## src/inc/fst_pkg.sv

```systemverilog
// constants and types shared by the feedthrough block
package fst_pkg;
    // ------------------------------------------------------------
    // host command decoding
    // ------------------------------------------------------------
    localparam logic [7:0] FST_OP_TEST_WRITE = 8'h24;
    localparam logic [7:0] FST_TEST_PASS = 8'h80;
    localparam logic [7:0] FST_TEST_RESET = 8'h00;
    localparam int FST_BYTE_BITS = 8;
    localparam int FST_FIFO_DEPTH = 16;
    localparam int FST_FIFO_WIDTH = 9;
    // ------------------------------------------------------------
    // pin reset levels and synchroniser width
    // ------------------------------------------------------------
    localparam logic FST_CS_IDLE = 1'b1;
    localparam logic FST_READY_IDLE = 1'b1;
    localparam int FST_SYNC_W = 5;
    // ------------------------------------------------------------
    // sequencer states
    // ------------------------------------------------------------
    typedef enum logic [3:0] {
        FST_IDLE = 4'b0001,
        FST_OWN = 4'b0010,
        FST_PASS = 4'b0100,
        FST_READBACK = 4'b1000
    } fst_state_e;
endpackage : fst_pkg

```

## src/rtl/fst_fifo.sv

```systemverilog
// byte fifo between the command shifter and the register writer
`timescale 1ns/1ps
module fst_fifo #(
    parameter int WIDTH = 9,
    parameter int DEPTH = 16
) (
    input wire logic mclk,
    input wire logic srst,
    input wire logic in_valid,
    output logic in_ready,
    input wire logic [WIDTH-1:0] in_data,
    output logic out_valid,
    input wire logic out_ready,
    output logic [WIDTH-1:0] out_data
);
    localparam int AW = $clog2(DEPTH);
    logic [WIDTH-1:0] mem_q [DEPTH];
    logic [AW:0] wr_q;
    logic [AW:0] rd_q;
    logic push;
    logic pop;

    assign in_ready = (wr_q - rd_q) != (AW+1)'(DEPTH);
    assign out_valid = wr_q != rd_q;
    assign out_data = mem_q[rd_q[AW-1:0]];
    assign push = in_valid && in_ready;
    assign pop = out_valid && out_ready;

    always_ff @(posedge mclk) begin
        if (push) begin
            mem_q[wr_q[AW-1:0]] <= in_data;
        end
    end

    always_ff @(posedge mclk) begin
        if (srst) begin
            wr_q <= '0;
            rd_q <= '0;
        end else begin
            if (push) begin
                wr_q <= wr_q + 1'b1;
            end
            if (pop) begin
                rd_q <= rd_q + 1'b1;
            end
        end
    end

    a_fifo_no_overflow: assert property (@(posedge mclk) disable iff (srst)
        (wr_q - rd_q) <= (AW+1)'(DEPTH)) else $error("fifo overfilled");
endmodule : fst_fifo

```

## src/rtl/fst_feedthrough.sv

```systemverilog
// memory feedthrough path between host spi and external memory
// What this block does
// - passthrough gives host exclusive memory use
// - own transaction finishes before host granted
// - ready goes low when passthrough usable
// - enter only with register 0x80 and request
// - request pin low ends passthrough
// - host select, clock, data copied to memory
// - memory data resampled onto host miso
// - passing bits never decoded or altered
// - entry request evaluated only in idle
// - on exit without brownout, read position back
`timescale 1ns/1ps
module fst_feedthrough import fst_pkg::*; (
    input wire logic mclk,
    input wire logic srst,
    input wire logic host_cs_n,
    input wire logic host_sck,
    input wire logic host_mosi,
    output logic host_miso,
    input wire logic passthrough_request_pin,
    output logic ready_pin,
    output logic memory_chip_select,
    output logic memory_serial_clock,
    output logic memory_data_out,
    input wire logic memory_data_in,
    input wire logic own_req,
    input wire logic own_cs_n,
    input wire logic own_sck,
    input wire logic own_mosi,
    output logic own_grant,
    output logic own_miso,
    input wire logic brownout_ok,
    output logic readback_start,
    input wire logic readback_done,
    output logic cmd_overrun
);
    // ------------------------------------------------------------
    // pin synchronisers
    // ------------------------------------------------------------
    logic [FST_SYNC_W-1:0] meta_q;
    logic [FST_SYNC_W-1:0] sync_q;
    logic sck_last_q;
    logic cs_n_s;
    logic sck_s;
    logic mosi_s;
    logic req_s;
    logic miso_s;

    always_ff @(posedge mclk) begin
        if (srst) begin
            meta_q <= 5'h11;
            sync_q <= 5'h11;
            sck_last_q <= 1'b0;
        end else begin
            meta_q <= {memory_data_in, passthrough_request_pin, host_mosi, host_sck, host_cs_n};
            sync_q <= meta_q;
            sck_last_q <= sync_q[1];
        end
    end

    assign cs_n_s = sync_q[0];
    assign sck_s = sync_q[1];
    assign mosi_s = sync_q[2];
    assign req_s = sync_q[3];
    assign miso_s = sync_q[4];

    // ------------------------------------------------------------
    // command shifter (outside passthrough only)
    // ------------------------------------------------------------
    fst_state_e state_q;
    logic [7:0] shift_q;
    logic [2:0] bit_q;
    logic first_q;
    logic byte_valid_q;
    logic [8:0] byte_q;
    logic fifo_in_ready;
    logic fifo_out_valid;
    logic fifo_out_ready;
    logic [8:0] fifo_out_data;
    logic sck_rise;

    assign sck_rise = sck_s && !sck_last_q;

    always_ff @(posedge mclk) begin
        if (srst) begin
            shift_q <= 8'h00;
            bit_q <= 3'h0;
            first_q <= 1'b1;
            byte_valid_q <= 1'b0;
            byte_q <= 9'h000;
            cmd_overrun <= 1'b0;
        end else begin
            if (byte_valid_q && fifo_in_ready) begin
                byte_valid_q <= 1'b0;
            end
            if (cs_n_s || state_q == FST_PASS) begin
                bit_q <= 3'h0;
                first_q <= 1'b1;
            end else if (sck_rise) begin
                shift_q <= {shift_q[6:0], mosi_s};
                bit_q <= bit_q + 3'h1;
                if (bit_q == 3'(FST_BYTE_BITS - 1)) begin
                    first_q <= 1'b0;
                    if (byte_valid_q && !fifo_in_ready) begin
                        cmd_overrun <= 1'b1;
                    end else begin
                        byte_valid_q <= 1'b1;
                        byte_q <= {first_q, shift_q[6:0], mosi_s};
                    end
                end
            end
        end
    end

    fst_fifo #(
        .WIDTH(FST_FIFO_WIDTH),
        .DEPTH(FST_FIFO_DEPTH)
    ) u_fifo (
        .mclk(mclk),
        .srst(srst),
        .in_valid(byte_valid_q),
        .in_ready(fifo_in_ready),
        .in_data(byte_q),
        .out_valid(fifo_out_valid),
        .out_ready(fifo_out_ready),
        .out_data(fifo_out_data)
    );

    // ------------------------------------------------------------
    // test mode register writer
    // ------------------------------------------------------------
    logic [7:0] test_mode_register_q;
    logic expect_data_q;

    // register writes applied only while idle
    assign fifo_out_ready = state_q == FST_IDLE;

    always_ff @(posedge mclk) begin
        if (srst) begin
            test_mode_register_q <= FST_TEST_RESET;
            expect_data_q <= 1'b0;
        end else if (fifo_out_valid && fifo_out_ready) begin
            if (fifo_out_data[8]) begin
                expect_data_q <= fifo_out_data[7:0] == FST_OP_TEST_WRITE;
            end else begin
                expect_data_q <= 1'b0;
                if (expect_data_q) begin
                    test_mode_register_q <= fifo_out_data[7:0];
                end
            end
        end
    end

    // ------------------------------------------------------------
    // sequencer
    // ------------------------------------------------------------
    logic enter_ok;

    assign enter_ok = req_s && test_mode_register_q == FST_TEST_PASS;

    always_ff @(posedge mclk) begin
        if (srst) begin
            state_q <= FST_IDLE;
        end else begin
            case (state_q)
                FST_IDLE: begin
                    if (enter_ok) begin
                        state_q <= FST_PASS;
                    end else if (own_req) begin
                        state_q <= FST_OWN;
                    end
                end
                FST_OWN: begin
                    if (!own_req) begin
                        state_q <= FST_IDLE;
                    end
                end
                FST_PASS: begin
                    if (!req_s) begin
                        state_q <= brownout_ok ? FST_READBACK : FST_IDLE;
                    end
                end
                FST_READBACK: begin
                    if (readback_done) begin
                        state_q <= FST_IDLE;
                    end
                end
                default: begin
                    state_q <= FST_IDLE;
                end
            endcase
        end
    end

    // ------------------------------------------------------------
    // pin drivers
    // ------------------------------------------------------------
    always_ff @(posedge mclk) begin
        if (srst) begin
            memory_chip_select <= FST_CS_IDLE;
            memory_serial_clock <= 1'b0;
            memory_data_out <= 1'b0;
            host_miso <= 1'b0;
            own_miso <= 1'b0;
            own_grant <= 1'b0;
            ready_pin <= FST_READY_IDLE;
            readback_start <= 1'b0;
        end else begin
            readback_start <= state_q == FST_PASS && !req_s && brownout_ok;
            ready_pin <= !(state_q == FST_PASS || state_q == FST_READBACK);
            own_grant <= state_q == FST_OWN || state_q == FST_READBACK;
            if (state_q == FST_PASS) begin
                memory_chip_select <= cs_n_s;
                memory_serial_clock <= sck_s;
                memory_data_out <= mosi_s;
                host_miso <= miso_s;
                own_miso <= 1'b0;
            end else if (state_q == FST_OWN || state_q == FST_READBACK) begin
                memory_chip_select <= own_cs_n;
                memory_serial_clock <= own_sck;
                memory_data_out <= own_mosi;
                host_miso <= 1'b0;
                own_miso <= miso_s;
            end else begin
                memory_chip_select <= FST_CS_IDLE;
                memory_serial_clock <= 1'b0;
                memory_data_out <= 1'b0;
                host_miso <= 1'b0;
                own_miso <= 1'b0;
            end
        end
    end

    // ------------------------------------------------------------
    // checks
    // ------------------------------------------------------------
    a_pass_exclusive: assert property (@(posedge mclk) disable iff (srst)
        state_q == FST_PASS |=> !own_grant) else $error("own grant during passthrough");
    a_own_blocks_entry: assert property (@(posedge mclk) disable iff (srst)
        state_q == FST_OWN && own_req |=> state_q == FST_OWN) else $error("own access cut short");
    a_ready_low_pass: assert property (@(posedge mclk) disable iff (srst)
        $rose(state_q == FST_PASS) |=> !ready_pin) else $error("ready not low on entry");
    a_entry_needs_code: assert property (@(posedge mclk) disable iff (srst)
        state_q == FST_IDLE && !enter_ok |=> state_q != FST_PASS) else $error("entry without code");
    a_exit_on_low: assert property (@(posedge mclk) disable iff (srst)
        state_q == FST_PASS && !req_s |=> state_q != FST_PASS) else $error("passthrough held");
    a_forward_pins: assert property (@(posedge mclk) disable iff (srst)
        state_q == FST_PASS |=> memory_serial_clock == $past(sck_s) && memory_chip_select == $past(cs_n_s)
        && memory_data_out == $past(mosi_s)) else $error("host pins not forwarded");
    a_miso_resample: assert property (@(posedge mclk) disable iff (srst)
        state_q == FST_PASS |=> host_miso == $past(miso_s)) else $error("miso not resampled");
    a_no_decode_pass: assert property (@(posedge mclk) disable iff (srst)
        state_q == FST_PASS |=> $stable(test_mode_register_q)) else $error("register changed in passthrough");
    a_no_capture_pass: assert property (@(posedge mclk) disable iff (srst)
        state_q == FST_PASS |=> !$rose(byte_valid_q)) else $error("byte captured in passthrough");
    a_entry_from_idle: assert property (@(posedge mclk) disable iff (srst)
        $rose(state_q == FST_PASS) |-> $past(state_q) == FST_IDLE) else $error("entry outside idle");
    a_readback_exit: assert property (@(posedge mclk) disable iff (srst)
        state_q == FST_PASS && !req_s && brownout_ok |=> readback_start ##0 state_q == FST_READBACK)
        else $error("no readback on exit");
    c_enter_pass: cover property (@(posedge mclk) disable iff (srst) $rose(state_q == FST_PASS));
    c_exit_readback: cover property (@(posedge mclk) disable iff (srst) $rose(readback_start));
    c_own_then_pass: cover property (@(posedge mclk) disable iff (srst)
        state_q == FST_OWN ##1 state_q == FST_IDLE ##1 state_q == FST_PASS);
    c_fifo_stall: cover property (@(posedge mclk) disable iff (srst) byte_valid_q && !fifo_in_ready);
endmodule : fst_feedthrough

```

## config.mk

```make
export PLATFORM = sky130hd
export DESIGN_NAME = fst_feedthrough
export DESIGN_NICKNAME = d
export VERILOG_FILES = /design/src/inc/fst_pkg.sv /design/src/rtl/fst_fifo.sv /design/src/rtl/fst_feedthrough.sv
export SDC_FILE = /design/constraint.sdc
export NUM_CORES = 1
export LEC_CHECK = 0
export BUFFER_PORTS_ARGS = -buffer_cell sky130_fd_sc_hd__clkbuf_2
export CAP_MARGIN = 20
export CORE_MARGIN = 1
export CORE_UTILIZATION = 40
export DETAILED_ROUTE_END_ITERATION = 10
export PLACE_DENSITY = 0.57
export RECOVER_POWER = 25
export SYNTH_ARGS = -nofsm -noshare
export SYNTH_HDL_FRONTEND = slang
export SYNTH_HIERARCHICAL = 1
export SYNTH_SLANG_ARGS = --single-unit
```

## constraint.sdc

```tcl
create_clock -name mclk -period 3.1 [get_ports mclk]
set_input_delay 0.62 -clock mclk [delete_from_list [all_inputs] [get_ports mclk]]
set_output_delay 0.62 -clock mclk [all_outputs]
set_load 0.03 [all_outputs]
```

# After elaboration in Yosys (flattened, before gate mapping)
# Memories as Yosys holds them, arrays and structs flattened. A register that Yosys moved wholly into a read port is not among the register bits.
# Cells that the tools add are included.
totals:
  register_bits: 64
  latch_bits: 0
  ram_bits: 144
  mem_bits_ro: 0
  in_bits: 13
  out_inout_bits: 9
  word_cells: 91
  mem_count: 1
classes:
  n_addsub: 4
  multipliers: 0
  div_mod_pow: 0
  magnitude_cmp: 0
  eq_ne: 13
  shifts: 0
  muxes: 23
  n_bitwise: 5
  reduce_logical: 23
memory_table:
  columns: ["memory", "depth", "width", "read_ports", "rd_clocked_by_memory_dff", "wr", "line", "source"]
  rows:
  - ["u_fifo.mem_q", 16, 9, 1, 1, 1, "fst_fifo.sv:17", "logic [WIDTH-1:0] mem_q [DEPTH];"]
ops:
  columns: ["op", "count"]
  rows:
  - ["4-bit 2-to-1 mux", 8]
  - ["4-bit case mux with 4 select lines", 1]
  - ["1-bit 2-to-1 mux", 14]
  - ["4-bit AND reduction", 3]
  - ["5-bit by 1-bit adder with 5-bit output, second input constant", 2]
  - ["8-bit by 6-bit == test with 1-bit output, second input constant", 1]
  - ["8-bit == test, second input constant", 1]
  - ["1-bit logical AND", 7]
  - ["2-bit != test, second input constant", 3]
  - ["5-bit != test", 1]
  - ["5-bit != test, second input constant", 1]
  - ["1-bit inverter", 5]
  - ["5-bit subtractor", 1]
  - ["4-bit by 1-bit == test with 1-bit output, second input constant", 1]
  - ["4-bit by 2-bit == test with 1-bit output, second input constant", 1]
  - ["4-bit by 3-bit == test with 1-bit output, second input constant", 1]
  - ["4-bit == test, second input constant", 1]
  - ["1-bit zero test", 4]
  - ["2-bit AND reduction", 2]
  - ["2-bit OR reduction", 2]
  - ["3-bit by 1-bit adder with 3-bit output, second input constant", 1]
  - ["3-bit == test, second input constant", 1]
  - ["1-bit logical OR", 3]
  - ["3-bit != test, second input constant", 1]
  - ["other kinds (2)", 2]

# Logic depth before layout (Yosys ltp)
# Gate-level depths: netlist of the first run.
logic_depth:
  ltp_word: 8
  ltp_mapped: 13
  ltp_nobuf: 11

# Hierarchy
# Netlist of the first run, hierarchy kept.
modules_own_cells:
  columns: ["module", "n_inst", "cells_each", "area_each_um2", "seq_area_each_um2"]
  rows:
  - ["fst_fifo", 1, 303, 6262.3, 4604.4]
  - ["fst_feedthrough", 1, 195, 2044.5, 1081.0]

# Least setup slack after synthesis of the first run
# OpenSTA, ideal clock, no wires.
synth_path:
  kind: "register -> register"
  from: "register u_fifo.rd_q[1]"
  to: "memory u_fifo.mem_q[3][0] (enable)"
  setup_time_ns: 0.399
  t_arrival_ns: 2.451
  required_ns: 2.701
  slack_ns: 0.250
  path_stages_with_launch: 9
  n_path_buf: 1
  period_less_slack_ns: 2.850
  cell_sequence: "dfxtp_1 inv_1 ha_1 nor2b_4 o21a_1 o21a_1 o22a_1 buf_6 nor4_1"
synth_between:
  elab_chain_len: 5
synth_rtl:
  columns: ["item", "line", "source"]
  rows:
  - ["start, declared", "fst_fifo.sv:19", "logic [AW:0] rd_q;"]
  - ["start signal, assigned", "fst_fifo.sv:44", "rd_q <= rd_q + 1'b1;"]
  - ["5-bit subtractor", "fst_fifo.sv:23", "assign in_ready = (wr_q - rd_q) != (AW+1)'(DEPTH);"]
  - ["5-bit != test", "fst_fifo.sv:23", null]
  - ["1-bit logical AND", "fst_fifo.sv:26", "assign push = in_valid && in_ready;"]
  - ["1-bit 2-to-1 mux", "fst_fifo.sv:30", "if (push) begin"]
  - ["1-bit 2-to-1 mux (not written as such)", "fst_fifo.sv:31", "mem_q[wr_q[AW-1:0]] <= in_data;"]
  - ["end, declared", "fst_fifo.sv:17", null]
# Every way passes these cells.

# Final worst setup path of the first run
layout_path:
  from: "register u_fifo.wr_q[0]"
  to: "memory u_fifo.mem_q[14][4] (enable)"
layout_between:
  elab_chain_len: 5
layout_rtl:
  columns: ["item", "line", "source"]
  rows:
  - ["start, declared", "fst_fifo.sv:18", "logic [AW:0] wr_q;"]
  - ["start signal, assigned", "fst_fifo.sv:41", "wr_q <= wr_q + 1'b1;"]
  - ["5-bit subtractor", "fst_fifo.sv:23", null]
  - ["5-bit != test", "fst_fifo.sv:23", null]
  - ["1-bit logical AND", "fst_fifo.sv:26", null]
  - ["1-bit 2-to-1 mux", "fst_fifo.sv:30", null]
  - ["1-bit 2-to-1 mux (not written as such)", "fst_fifo.sv:31", null]
# Several ways; a longest one is shown, not always the timed one.

==> flow_summary.yaml, run 1 <==
outcome:
  status: "complete, no violations"
pwr:
  ir_drop_uv: 433.9
  power.density_nw_per_um2: 628.3
  p_leak_nw: 3.281
floorplan:
  core-area_um2: 20300
  die-area_um2: 21350
  io_pins: 22
  die_x_um: 146.1
  fp.dieH_um: 146.1
  rows: 52
  initial_utilization_pct: 40.92
critical_path:
  worst_setup_path_start_kind: "register"
  crit_required_ns: 3.23
  cp.arrival_ns: 2.91
  cp_common_cell: "buf_4"
  max_stage_delay_ns: 0.51
  end_kind: "register"
  path_class: "register to register"
  crit_fanout: 14
  worstPathCellList: "inv_1 > ha_1 > nor2b_1 > xnor2_1 > and4bb_1 > o22a_1 > buf_4 > nor2_1 > buf_4 > and3_1"
  critPathSlowestCell: "and3_1"
final_layout:
  drive_above_1_share_pct: 24.23
  diodes: 0
  layout.cells.non_filler: 819
  regArea_um2: 5687
  nets: 556
  multiInputGateArea_um2: 2446
  fill_cells: 1734
  syn_to_final_growth_pct: 15.32
global_route:
  antenna_found_initial: 1
  track_usage_pct: 16.63
  grt_pass1_vias: 4388
  grt_max_degree: 37
  overflow: 0
  grt_first_pass_wirelength_um: 26480
synthesis:
  yosys-top-cells-area: "edfxtp_1 (52%), dfxtp_1 (16%), mux4_2 (12%), mux2i_1 (3.1%), nor2_1 (2.1%)"
  ys.flop_type: "edfxtp_1"
  ys_seq_elements: 212
  async_flop_share_pct: 0
  yosys_warnings: 6
  syn_inst: 498
  netlist_area_um2: 8307
  synth_area_per_cell_um2: 16.68
  synth_top_area_cell: "edfxtp_1"
  synth_edf_count: 144
  synth_nets: 522
  synth-seq-area-share_pct: 68.44
  synthDominantCellAreaShare_pct: 52.06
  yosysUniqueCellTypes: 59
detailed_routing:
  first_pass_iters: 4
  drt-initial-drc-count: 325
  vias_per_cell: 5.267
  drc: 0
  totalWireLength_um: 17130
  ant_nets: 0
  wl_per_cell_um: 20.92
  via_count: 4314
clock_tree:
  postCtsSetupBuffers: 0
  clockBufferDepth: 3
  root_buffer: "clkbuf_16"
  insertion_delay_ns: 0.50
  cts_num_sinks: 212
  h-tree-depth: 1
  cts.repair.resized: 0
  cts.clk_slew.worst_paths_ns: 0.06
  cts_made_buffers: 23
  cts-hold-fix-buffers: 0
  cts_tree: "done"
timing:
  setup_ws_ns: 0.3250
  finalHoldViolCount: 0
  worst_pin_slew_ns: 1.017
  setup_viol: 0
  setup-tns-final_ns: 0
  maxSlewViolCount: 0
  clock.fmax_mhz: 360.4
  period_minus_slack_ns: 2.775
  slew-limit-headroom_pct: 32.21
  rsz0062_at_grt: "no"
  hold_ws_ns: 0.3000
  post-route-period-util_pct: 89.52
  clock_skew_ns: 0.01255
placement:
  dp_hpwl_um: 11650
  placed_cells: 777
  place_congestion: 0.7574
  preCtsSetupSlack_ns: 0.3662
  port_buffers: 21
flow_run:
  max-cap-violations: 0
hold_path:
  hold_path.class: "primary input to register"
-- final cells by class --
type,instances,share of cell area (%)
inverter,10,0.3918
multi-input combinational,250,25.54
timing repair buffer,35,2.403
sequential,212,59.37
tap,270,3.527
clock buffer,27,6.609
clock inverter,15,2.168
-- path summary, 6_finish.rpt --
kind / to / slack (ns) / depth (start not counted) / startpoint
worst min-delay path: meta_q[4]$_SDFF_PP1_ / 0.30 / 2 / memory_data_in
worst max register to register: u_fifo/mem_q[14][4]$_DFFE_PP_ / 0.33 / 10 / u_fifo/wr_q[0]$_SDFFE_PP0P_
worst max-delay path: u_fifo/mem_q[14][4]$_DFFE_PP_ / 0.33 / 10 / u_fifo/wr_q[0]$_SDFFE_PP0P_
worst min register to register: sync_q[4]$_SDFF_PP1_ / 0.41 / 1 / meta_q[4]$_SDFF_PP1_
-- cell usage after synthesis (3+ instances only) --
cell type / number
a21oi_1: 8
a22oi_1: 3
and3_1: 15
buf_2: 6
buf_6: 4
clkbuf_1: 11
dfxtp_1: 68
edfxtp_1: 144
ha_1: 11
inv_1: 10
mux2i_1: 26
mux4_2: 45
nand2_1: 8
nand3_1: 6
nand4_1: 3
nor2_1: 47
nor2b_1: 12
nor3_1: 3
nor3b_1: 3
nor4bb_1: 3
o21ai_0: 5
or2_2: 5
xnor2_1: 7
-- where the power goes --
part | switching, mW | internal (mW)
Combinational | 0.0358 | 0.0229
Sequential | 0.0117 | 2.99
Clock | 1.07 | 1.88
-- per-layer routing --
metal	vias to the layer above	wire, µm	track usage, %
met5	-	0	0
met4	0	191	4.063
met3	13	721	2.531
met2	91	8535	27.89
met1	2222	7682	22.80
li1	1988	-	-
-- logic make-up (layout without fill, tap and decap cells) --
logic type / after synthesis / in the layout / share of synthesized area, %
adder cells (fa/ha/maj): 11 / 11 / 1.657
multiplexers: 73 / 73 / 15.65
buffers and inverters: 36 / 87 / 2.184
AO/OA/AOI/OAI: 29 / 29 / 2.350
AND/OR/NAND/NOR: 128 / 128 / 8.767
flip-flops: 212 / 212 / 68.44
XOR/XNOR: 9 / 9 / 0.9490
-- through the flow --
stage | power [mW] | utilization, % | instance area [µm²]
2_1_floorplan | 3.108 | - | 8307
3_3_place_gp | 3.123 | 43.07 | 8743
3_5_place_dp | 3.125 | 43.07 | 8743
4_1_cts | 6.075 | 47.21 | 9584
5_1_grt | 6.203 | 47.19 | 9579
6_report | 6.018 | 47.19 | 9579
-- critical path: cells and delay by family (launching register included) --
family | cells | cell delay, ns
AO/OA/AOI/OAI | 1 | 0.17
buffers and inverters | 3 | 0.46
XOR/XNOR | 1 | 0.17
AND/OR/NAND/NOR | 4 | 0.97
flip-flops | 1 | 0.39
adder cells (fa/ha/maj) | 1 | 0.24
-- flip-flops by register name, indices dropped and copies added, names as in the netlist, 3 cells and up, named ones only --
| register | flops |
|---|---|
| bit_q | 3 |
| byte_q | 9 |
| meta_q | 5 |
| shift_q | 7 |
| state_q | 4 |
| sync_q | 5 |
| test_mode_register_q | 8 |
| u_fifo/mem_q | 144 |
| u_fifo/rd_q | 5 |
| u_fifo/wr_q | 5 |
-- cell usage in the layout (no fill, tap or decap), types with 6 or more instances in the layout --
master | synthesis | layout
a21oi_1 | 8 | 8
and3_1 | 15 | 15
buf_4 | 2 | 11
clkbuf_16 | 0 | 25
clkbuf_2 | 1 | 20
dfxtp_1 | 68 | 67
edfxtp_1 | 144 | 144
ha_1 | 11 | 11
inv_1 | 10 | 10
mux2i_1 | 26 | 26
mux4_2 | 45 | 45
nand2_1 | 8 | 8
nand3_1 | 6 | 6
nor2_1 | 47 | 47
nor2b_1 | 12 | 12
xnor2_1 | 7 | 7
(Power assumes the default switching activity.)
==> run 2, diff against run 1 <==
--- a/config.mk
+++ b/config.mk
@@ -5,14 +5,16 @@
 export SDC_FILE = /design/constraint.sdc
 export NUM_CORES = 1
 export LEC_CHECK = 0
-export BUFFER_PORTS_ARGS = -buffer_cell sky130_fd_sc_hd__clkbuf_2
 export CAP_MARGIN = 20
+export CORE_ASPECT_RATIO = 0.9
 export CORE_MARGIN = 1
 export CORE_UTILIZATION = 40
 export DETAILED_ROUTE_END_ITERATION = 10
-export PLACE_DENSITY = 0.57
+export DONT_BUFFER_PORTS = 1
+export PLACE_DENSITY = 0.56
 export RECOVER_POWER = 25
 export SYNTH_ARGS = -nofsm -noshare
 export SYNTH_HDL_FRONTEND = slang
 export SYNTH_HIERARCHICAL = 1
 export SYNTH_SLANG_ARGS = --single-unit
+export TNS_END_PERCENT = 20
==> flow_summary.yaml, run 2 (same netlist as run 1, synthesis figures left out) <==
floorplan:
  rows: 49
  fp.dieH_um: 138.7
  die_x_um: 153.9
  io_pins: 22
  initial_utilization_pct: 41.18
  core-area_um2: 20170
  die-area_um2: 21350
critical_path:
  cp.arrival_ns: 3.00
  path_class: "register to register"
  cp_top_family: "simple AND/OR/NAND/NOR gates"
  cp_common_cell: "buf_4"
  worst_setup_path_start_kind: "register"
  crit_fanout: 14
  end_kind: "register"
  path_buf_inv: 3
  r2r_start: "u_fifo/wr_q[0]$_SDFFE_PP0P_"
  worstPathCellList: "inv_1 > ha_1 > nor2b_1 > xnor2_1 > and4bb_1 > o22a_1 > buf_4 > nor2_1 > buf_4 > and3_1"
  max_stage_delay_ns: 0.50
  critPathSlowestCell: "and3_1"
  startpoint: "u_fifo/wr_q[0]$_SDFFE_PP0P_"
  crit_required_ns: 3.22
global_route:
  grt_max_degree: 59
  overflow: 0
  track_usage_pct: 15.81
  busiest_layer: "met2"
  grt_pass1_vias: 4295
  use_met2_pct: 24.11
  grt_util_met1_pct: 23.17
  grt_use_met3_pct: 2.750
  antenna_found_initial: 2
  grt_first_pass_wirelength_um: 25250
timing:
  slew-limit-headroom_pct: 49.79
  setup-tns-final_ns: 0
  clock_skew_ns: 0.02042
  maxSlewViolCount: 0
  period_minus_slack_ns: 2.877
  rsz0062_at_grt: "no"
  post-route-period-util_pct: 92.81
  clock.fmax_mhz: 347.6
  hold_ws_ns: 0.1915
  worst_pin_slew_ns: 0.7521
  finalHoldViolCount: 0
  setup_viol: 0
hold_path:
  holdCritStartpoint: "srst"
  hold_path.class: "primary input to register"
flow_run:
  max-cap-violations: 0
placement:
  port_buffers: 0
  dp_hpwl_um: 10960
  place_congestion: 0.7600
  placed_area_um2: 8625
clock_tree:
  root_buffer: "clkbuf_16"
  clockBufferDepth: 3
  cts_made_buffers: 22
  cts.clk_slew.worst_paths_ns: 0.07
  cts_num_sinks: 212
  cts_tree: "done"
  insertion_delay_ns: 0.50
  h-tree-depth: 1
detailed_routing:
  drt-initial-drc-count: 441
  drc: 0
  totalWireLength_um: 16490
  vias_per_cell: 5.415
  wl_per_cell_um: 21.14
  ant_nets: 0
  via_count: 4224
  first_pass_iters: 5
final_layout:
  syn_to_final_growth_pct: 12.41
  final_cell_area_um2: 9338
  largest_reg_flops: 144
  diodes: 0
  fin_util_pct: 46.29
  nets: 533
  drive_above_1_share_pct: 20.95
  final_common_cell: "edfxtp_1"
  layout_common_cells: "edfxtp_1 (144), dfxtp_1 (67), nor2_1 (47)"
pwr:
  power.density_nw_per_um2: 599.9
  ir_drop_uv: 395.7
  p_leak_nw: 3.140
outcome:
  status: "complete, no violations"
-- run 2: cell types whose count changed in the layout (fill, tap and decap cells not counted), sizes merged --
| cell | change |
|---|---|
| clkbuf | -20 |
| bufinv | -4 |
-- run 2: through the flow --
step	power, mW	instances	setup slack, ns
after global routing	5.785	780	0.05296
after floorplan	3.108	498	0.2497
after CTS	5.669	780	0.2701
after global placement	3.101	740	0.4115
final	5.602	780	0.2229
after detailed placement	3.104	740	0.3176
-- run 2: final timing paths --
check	endpoint	slack [ns]	depth (start not counted)
max	u_fifo/mem_q[4][0]$_DFFE_PP_	0.22	10
min	u_fifo/wr_q[1]$_SDFFE_PP0P_	0.19	1
max reg2reg	u_fifo/mem_q[4][0]$_DFFE_PP_	0.22	10
min reg2reg	sync_q[4]$_SDFF_PP1_	0.41	1
-- run 2: repair_timing --
action / CTS / global route
hold buffers: 0 / 0
buffers inserted: 0 / 0
setup endpoints to repair: 0 / 1
gates resized for setup: 0 / 1
-- run 2: cell type report --
cell class                 instances  area (µm²)
clock buffer                      29       630.6
clock inverter                    11       81.33
fill                            1745       10830
inverter                          10       37.54
multi-input combinational        250        2447
sequential                       212        5687
tap                              255       319.1
timing repair buffer              13       135.1
-- run 2: where the power goes --
| group | total (mW) | internal, mW | switching (mW) |
|---|---|---|---|
| clock network | 2.56 | 1.52 | 1.04 |
| registers | 3.01 | 2.99 | 0.0140 |
| logic | 0.0360 | 0.0161 | 0.0200 |
-- run 2: worst register-to-register path: stages (launching register included) --
cell	delay (ns)
dfxtp_1	0.40
inv_1	0.12
ha_1	0.26
nor2b_1	0.15
xnor2_1	0.22
and4bb_1	0.21
o22a_1	0.18
buf_4	0.17
nor2_1	0.09
buf_4	0.18
and3_1	0.51
-- run 2: metal layers --
metal	up-vias	share of wire, %
met3	24	5.6
met2	115	46
met4	0	2.0
li1	1936	-
met5	-	0
met1	2149	46
==> run 3, diff against run 2 <==
--- a/config.mk
+++ b/config.mk
@@ -11,6 +11,7 @@
 export CORE_UTILIZATION = 40
 export DETAILED_ROUTE_END_ITERATION = 10
 export DONT_BUFFER_PORTS = 1
+export MAX_ROUTING_LAYER = met4
 export PLACE_DENSITY = 0.56
 export RECOVER_POWER = 25
 export SYNTH_ARGS = -nofsm -noshare
==> flow_summary.yaml, run 3 (same netlist as run 1, synthesis figures left out) <==
outcome:
  status: "complete, no violations"
detailed_routing:
  vias_per_cell: 5.437
  wl_met1_um: 7918
  drt-initial-drc-count: 485
  dr.max_layer_used: "met4"
  wl_per_cell_um: 21.10
  totalWireLength_um: 16460
  dr_wl_met2_um: 7499
  via_count: 4241
  wl_met3_um: 646
  ant_nets: 0
  drc: 0
  first_pass_iters: 4
clock_tree:
  root_buffer: "clkbuf_16"
  cts.clk_slew.worst_paths_ns: 0.07
  cts_num_sinks: 212
  cts_made_buffers: 22
  clockBufferDepth: 3
  insertion_delay_ns: 0.50
  cts-hold-fix-buffers: 0
  h-tree-depth: 1
  cts_tree: "done"
final_layout:
  final_common_cell: "edfxtp_1"
  largest_reg_flops: 144
  layout_common_cells: "edfxtp_1 (144), dfxtp_1 (67), nor2_1 (47)"
  final_cell_area_um2: 9338
  fin_util_pct: 46.29
  nets: 533
  syn_to_final_growth_pct: 12.41
  diodes: 0
  drive_above_1_share_pct: 20.95
timing:
  maxSlewViolCount: 0
  rsz0062_at_grt: "no"
  hold_ws_ns: 0.1916
  clock_skew_ns: 0.02141
  slew-limit-headroom_pct: 50.36
  post-route-period-util_pct: 93.47
  setup_viol: 0
  period_minus_slack_ns: 2.898
  worst_pin_slew_ns: 0.7436
  clock.fmax_mhz: 345.1
  setup-tns-final_ns: 0
  finalHoldViolCount: 0
  setup_ws_ns: 0.2023
floorplan:
  fp.dieH_um: 138.7
  rows: 49
  core-area_um2: 20170
  die_x_um: 153.9
  initial_utilization_pct: 41.18
  die-area_um2: 21350
  io_pins: 22
global_route:
  grt_first_pass_wirelength_um: 25280
  overflow: 0
  track_usage_pct: 16.33
  antenna_found_initial: 2
  grt_max_degree: 59
  grt_pass1_vias: 4293
placement:
  place_congestion: 0.7699
  dp_hpwl_um: 10960
  placed_area_um2: 8625
  port_buffers: 0
  preCtsSetupSlack_ns: 0.3176
pwr:
  power.density_nw_per_um2: 600.0
  p_leak_nw: 3.140
  ir_drop_uv: 395.7
critical_path:
  path_class: "register to register"
  cp.arrival_ns: 3.02
  end_kind: "register"
  r2r_cells: 10
  crit_required_ns: 3.22
  crit_fanout: 14
  worst_setup_path_start_kind: "register"
hold_path:
  hold_path.class: "primary input to register"
  hold_path_depth: 1
flow_run:
  max-cap-violations: 0
## run 3: cell counts in the layout (fill, tap and decap cells not counted)
No cell type changed its count.
## run 3: stage by stage
stage	cells	total power, mW
after floorplan	498	3.108
after CTS	780	5.669
after global routing	780	5.785
after detailed placement	740	3.104
after global placement	740	3.101
final	780	5.603
## run 3: cell type report
class / instances / area, µm²
clock inverters: 11 / 81.33
inverters: 10 / 37.54
multi-input cells: 250 / 2447
repair buffers: 13 / 135.1
fillers: 1745 / 10830
flip-flops and latches: 212 / 5687
well taps: 255 / 319.1
clock buffers: 29 / 630.6
## run 3: what timing repair did
action | 4_1_cts | 5_1_grt
endpoints found under the setup margin | 0 | 1
gates resized for setup | 0 | 1
buffers inserted | 0 | 0
## run 3: worst max-delay path, cell delays in order, from the launching register on
cell and delay (ns):
dfxtp_1 0.40, inv_1 0.12, ha_1 0.26, nor2b_1 0.16
xnor2_1 0.23, and4bb_1 0.22, o22a_1 0.18, buf_4 0.17
nor2_1 0.09, buf_4 0.19, and3_1 0.51
## run 3: final timing paths
kind | from | endpoint | slack [ns]
max | u_fifo/wr_q[0]$_SDFFE_PP0P_ | u_fifo/mem_q[7][4]$_DFFE_PP_ | 0.20
min | srst | u_fifo/wr_q[1]$_SDFFE_PP0P_ | 0.19
max reg2reg | u_fifo/wr_q[0]$_SDFFE_PP0P_ | u_fifo/mem_q[7][4]$_DFFE_PP_ | 0.20
min reg2reg | meta_q[4]$_SDFF_PP1_ | sync_q[4]$_SDFF_PP1_ | 0.41
## run 3: metal layers
layer	vias to the layer above	track usage, %
li1	1932	-
met1	2192	23.30
met2	89	24.07
met3	28	2.750
met4	0	4.737
met5	-	-
## run 3: where the power goes
group | total, mW | switching, mW | internal (mW)
combinational | 0.0357 | 0.0196 | 0.0161
sequential | 3.01 | 0.0141 | 2.99
clock | 2.56 | 1.04 | 1.52
total | 5.60 | 1.08 | 4.53
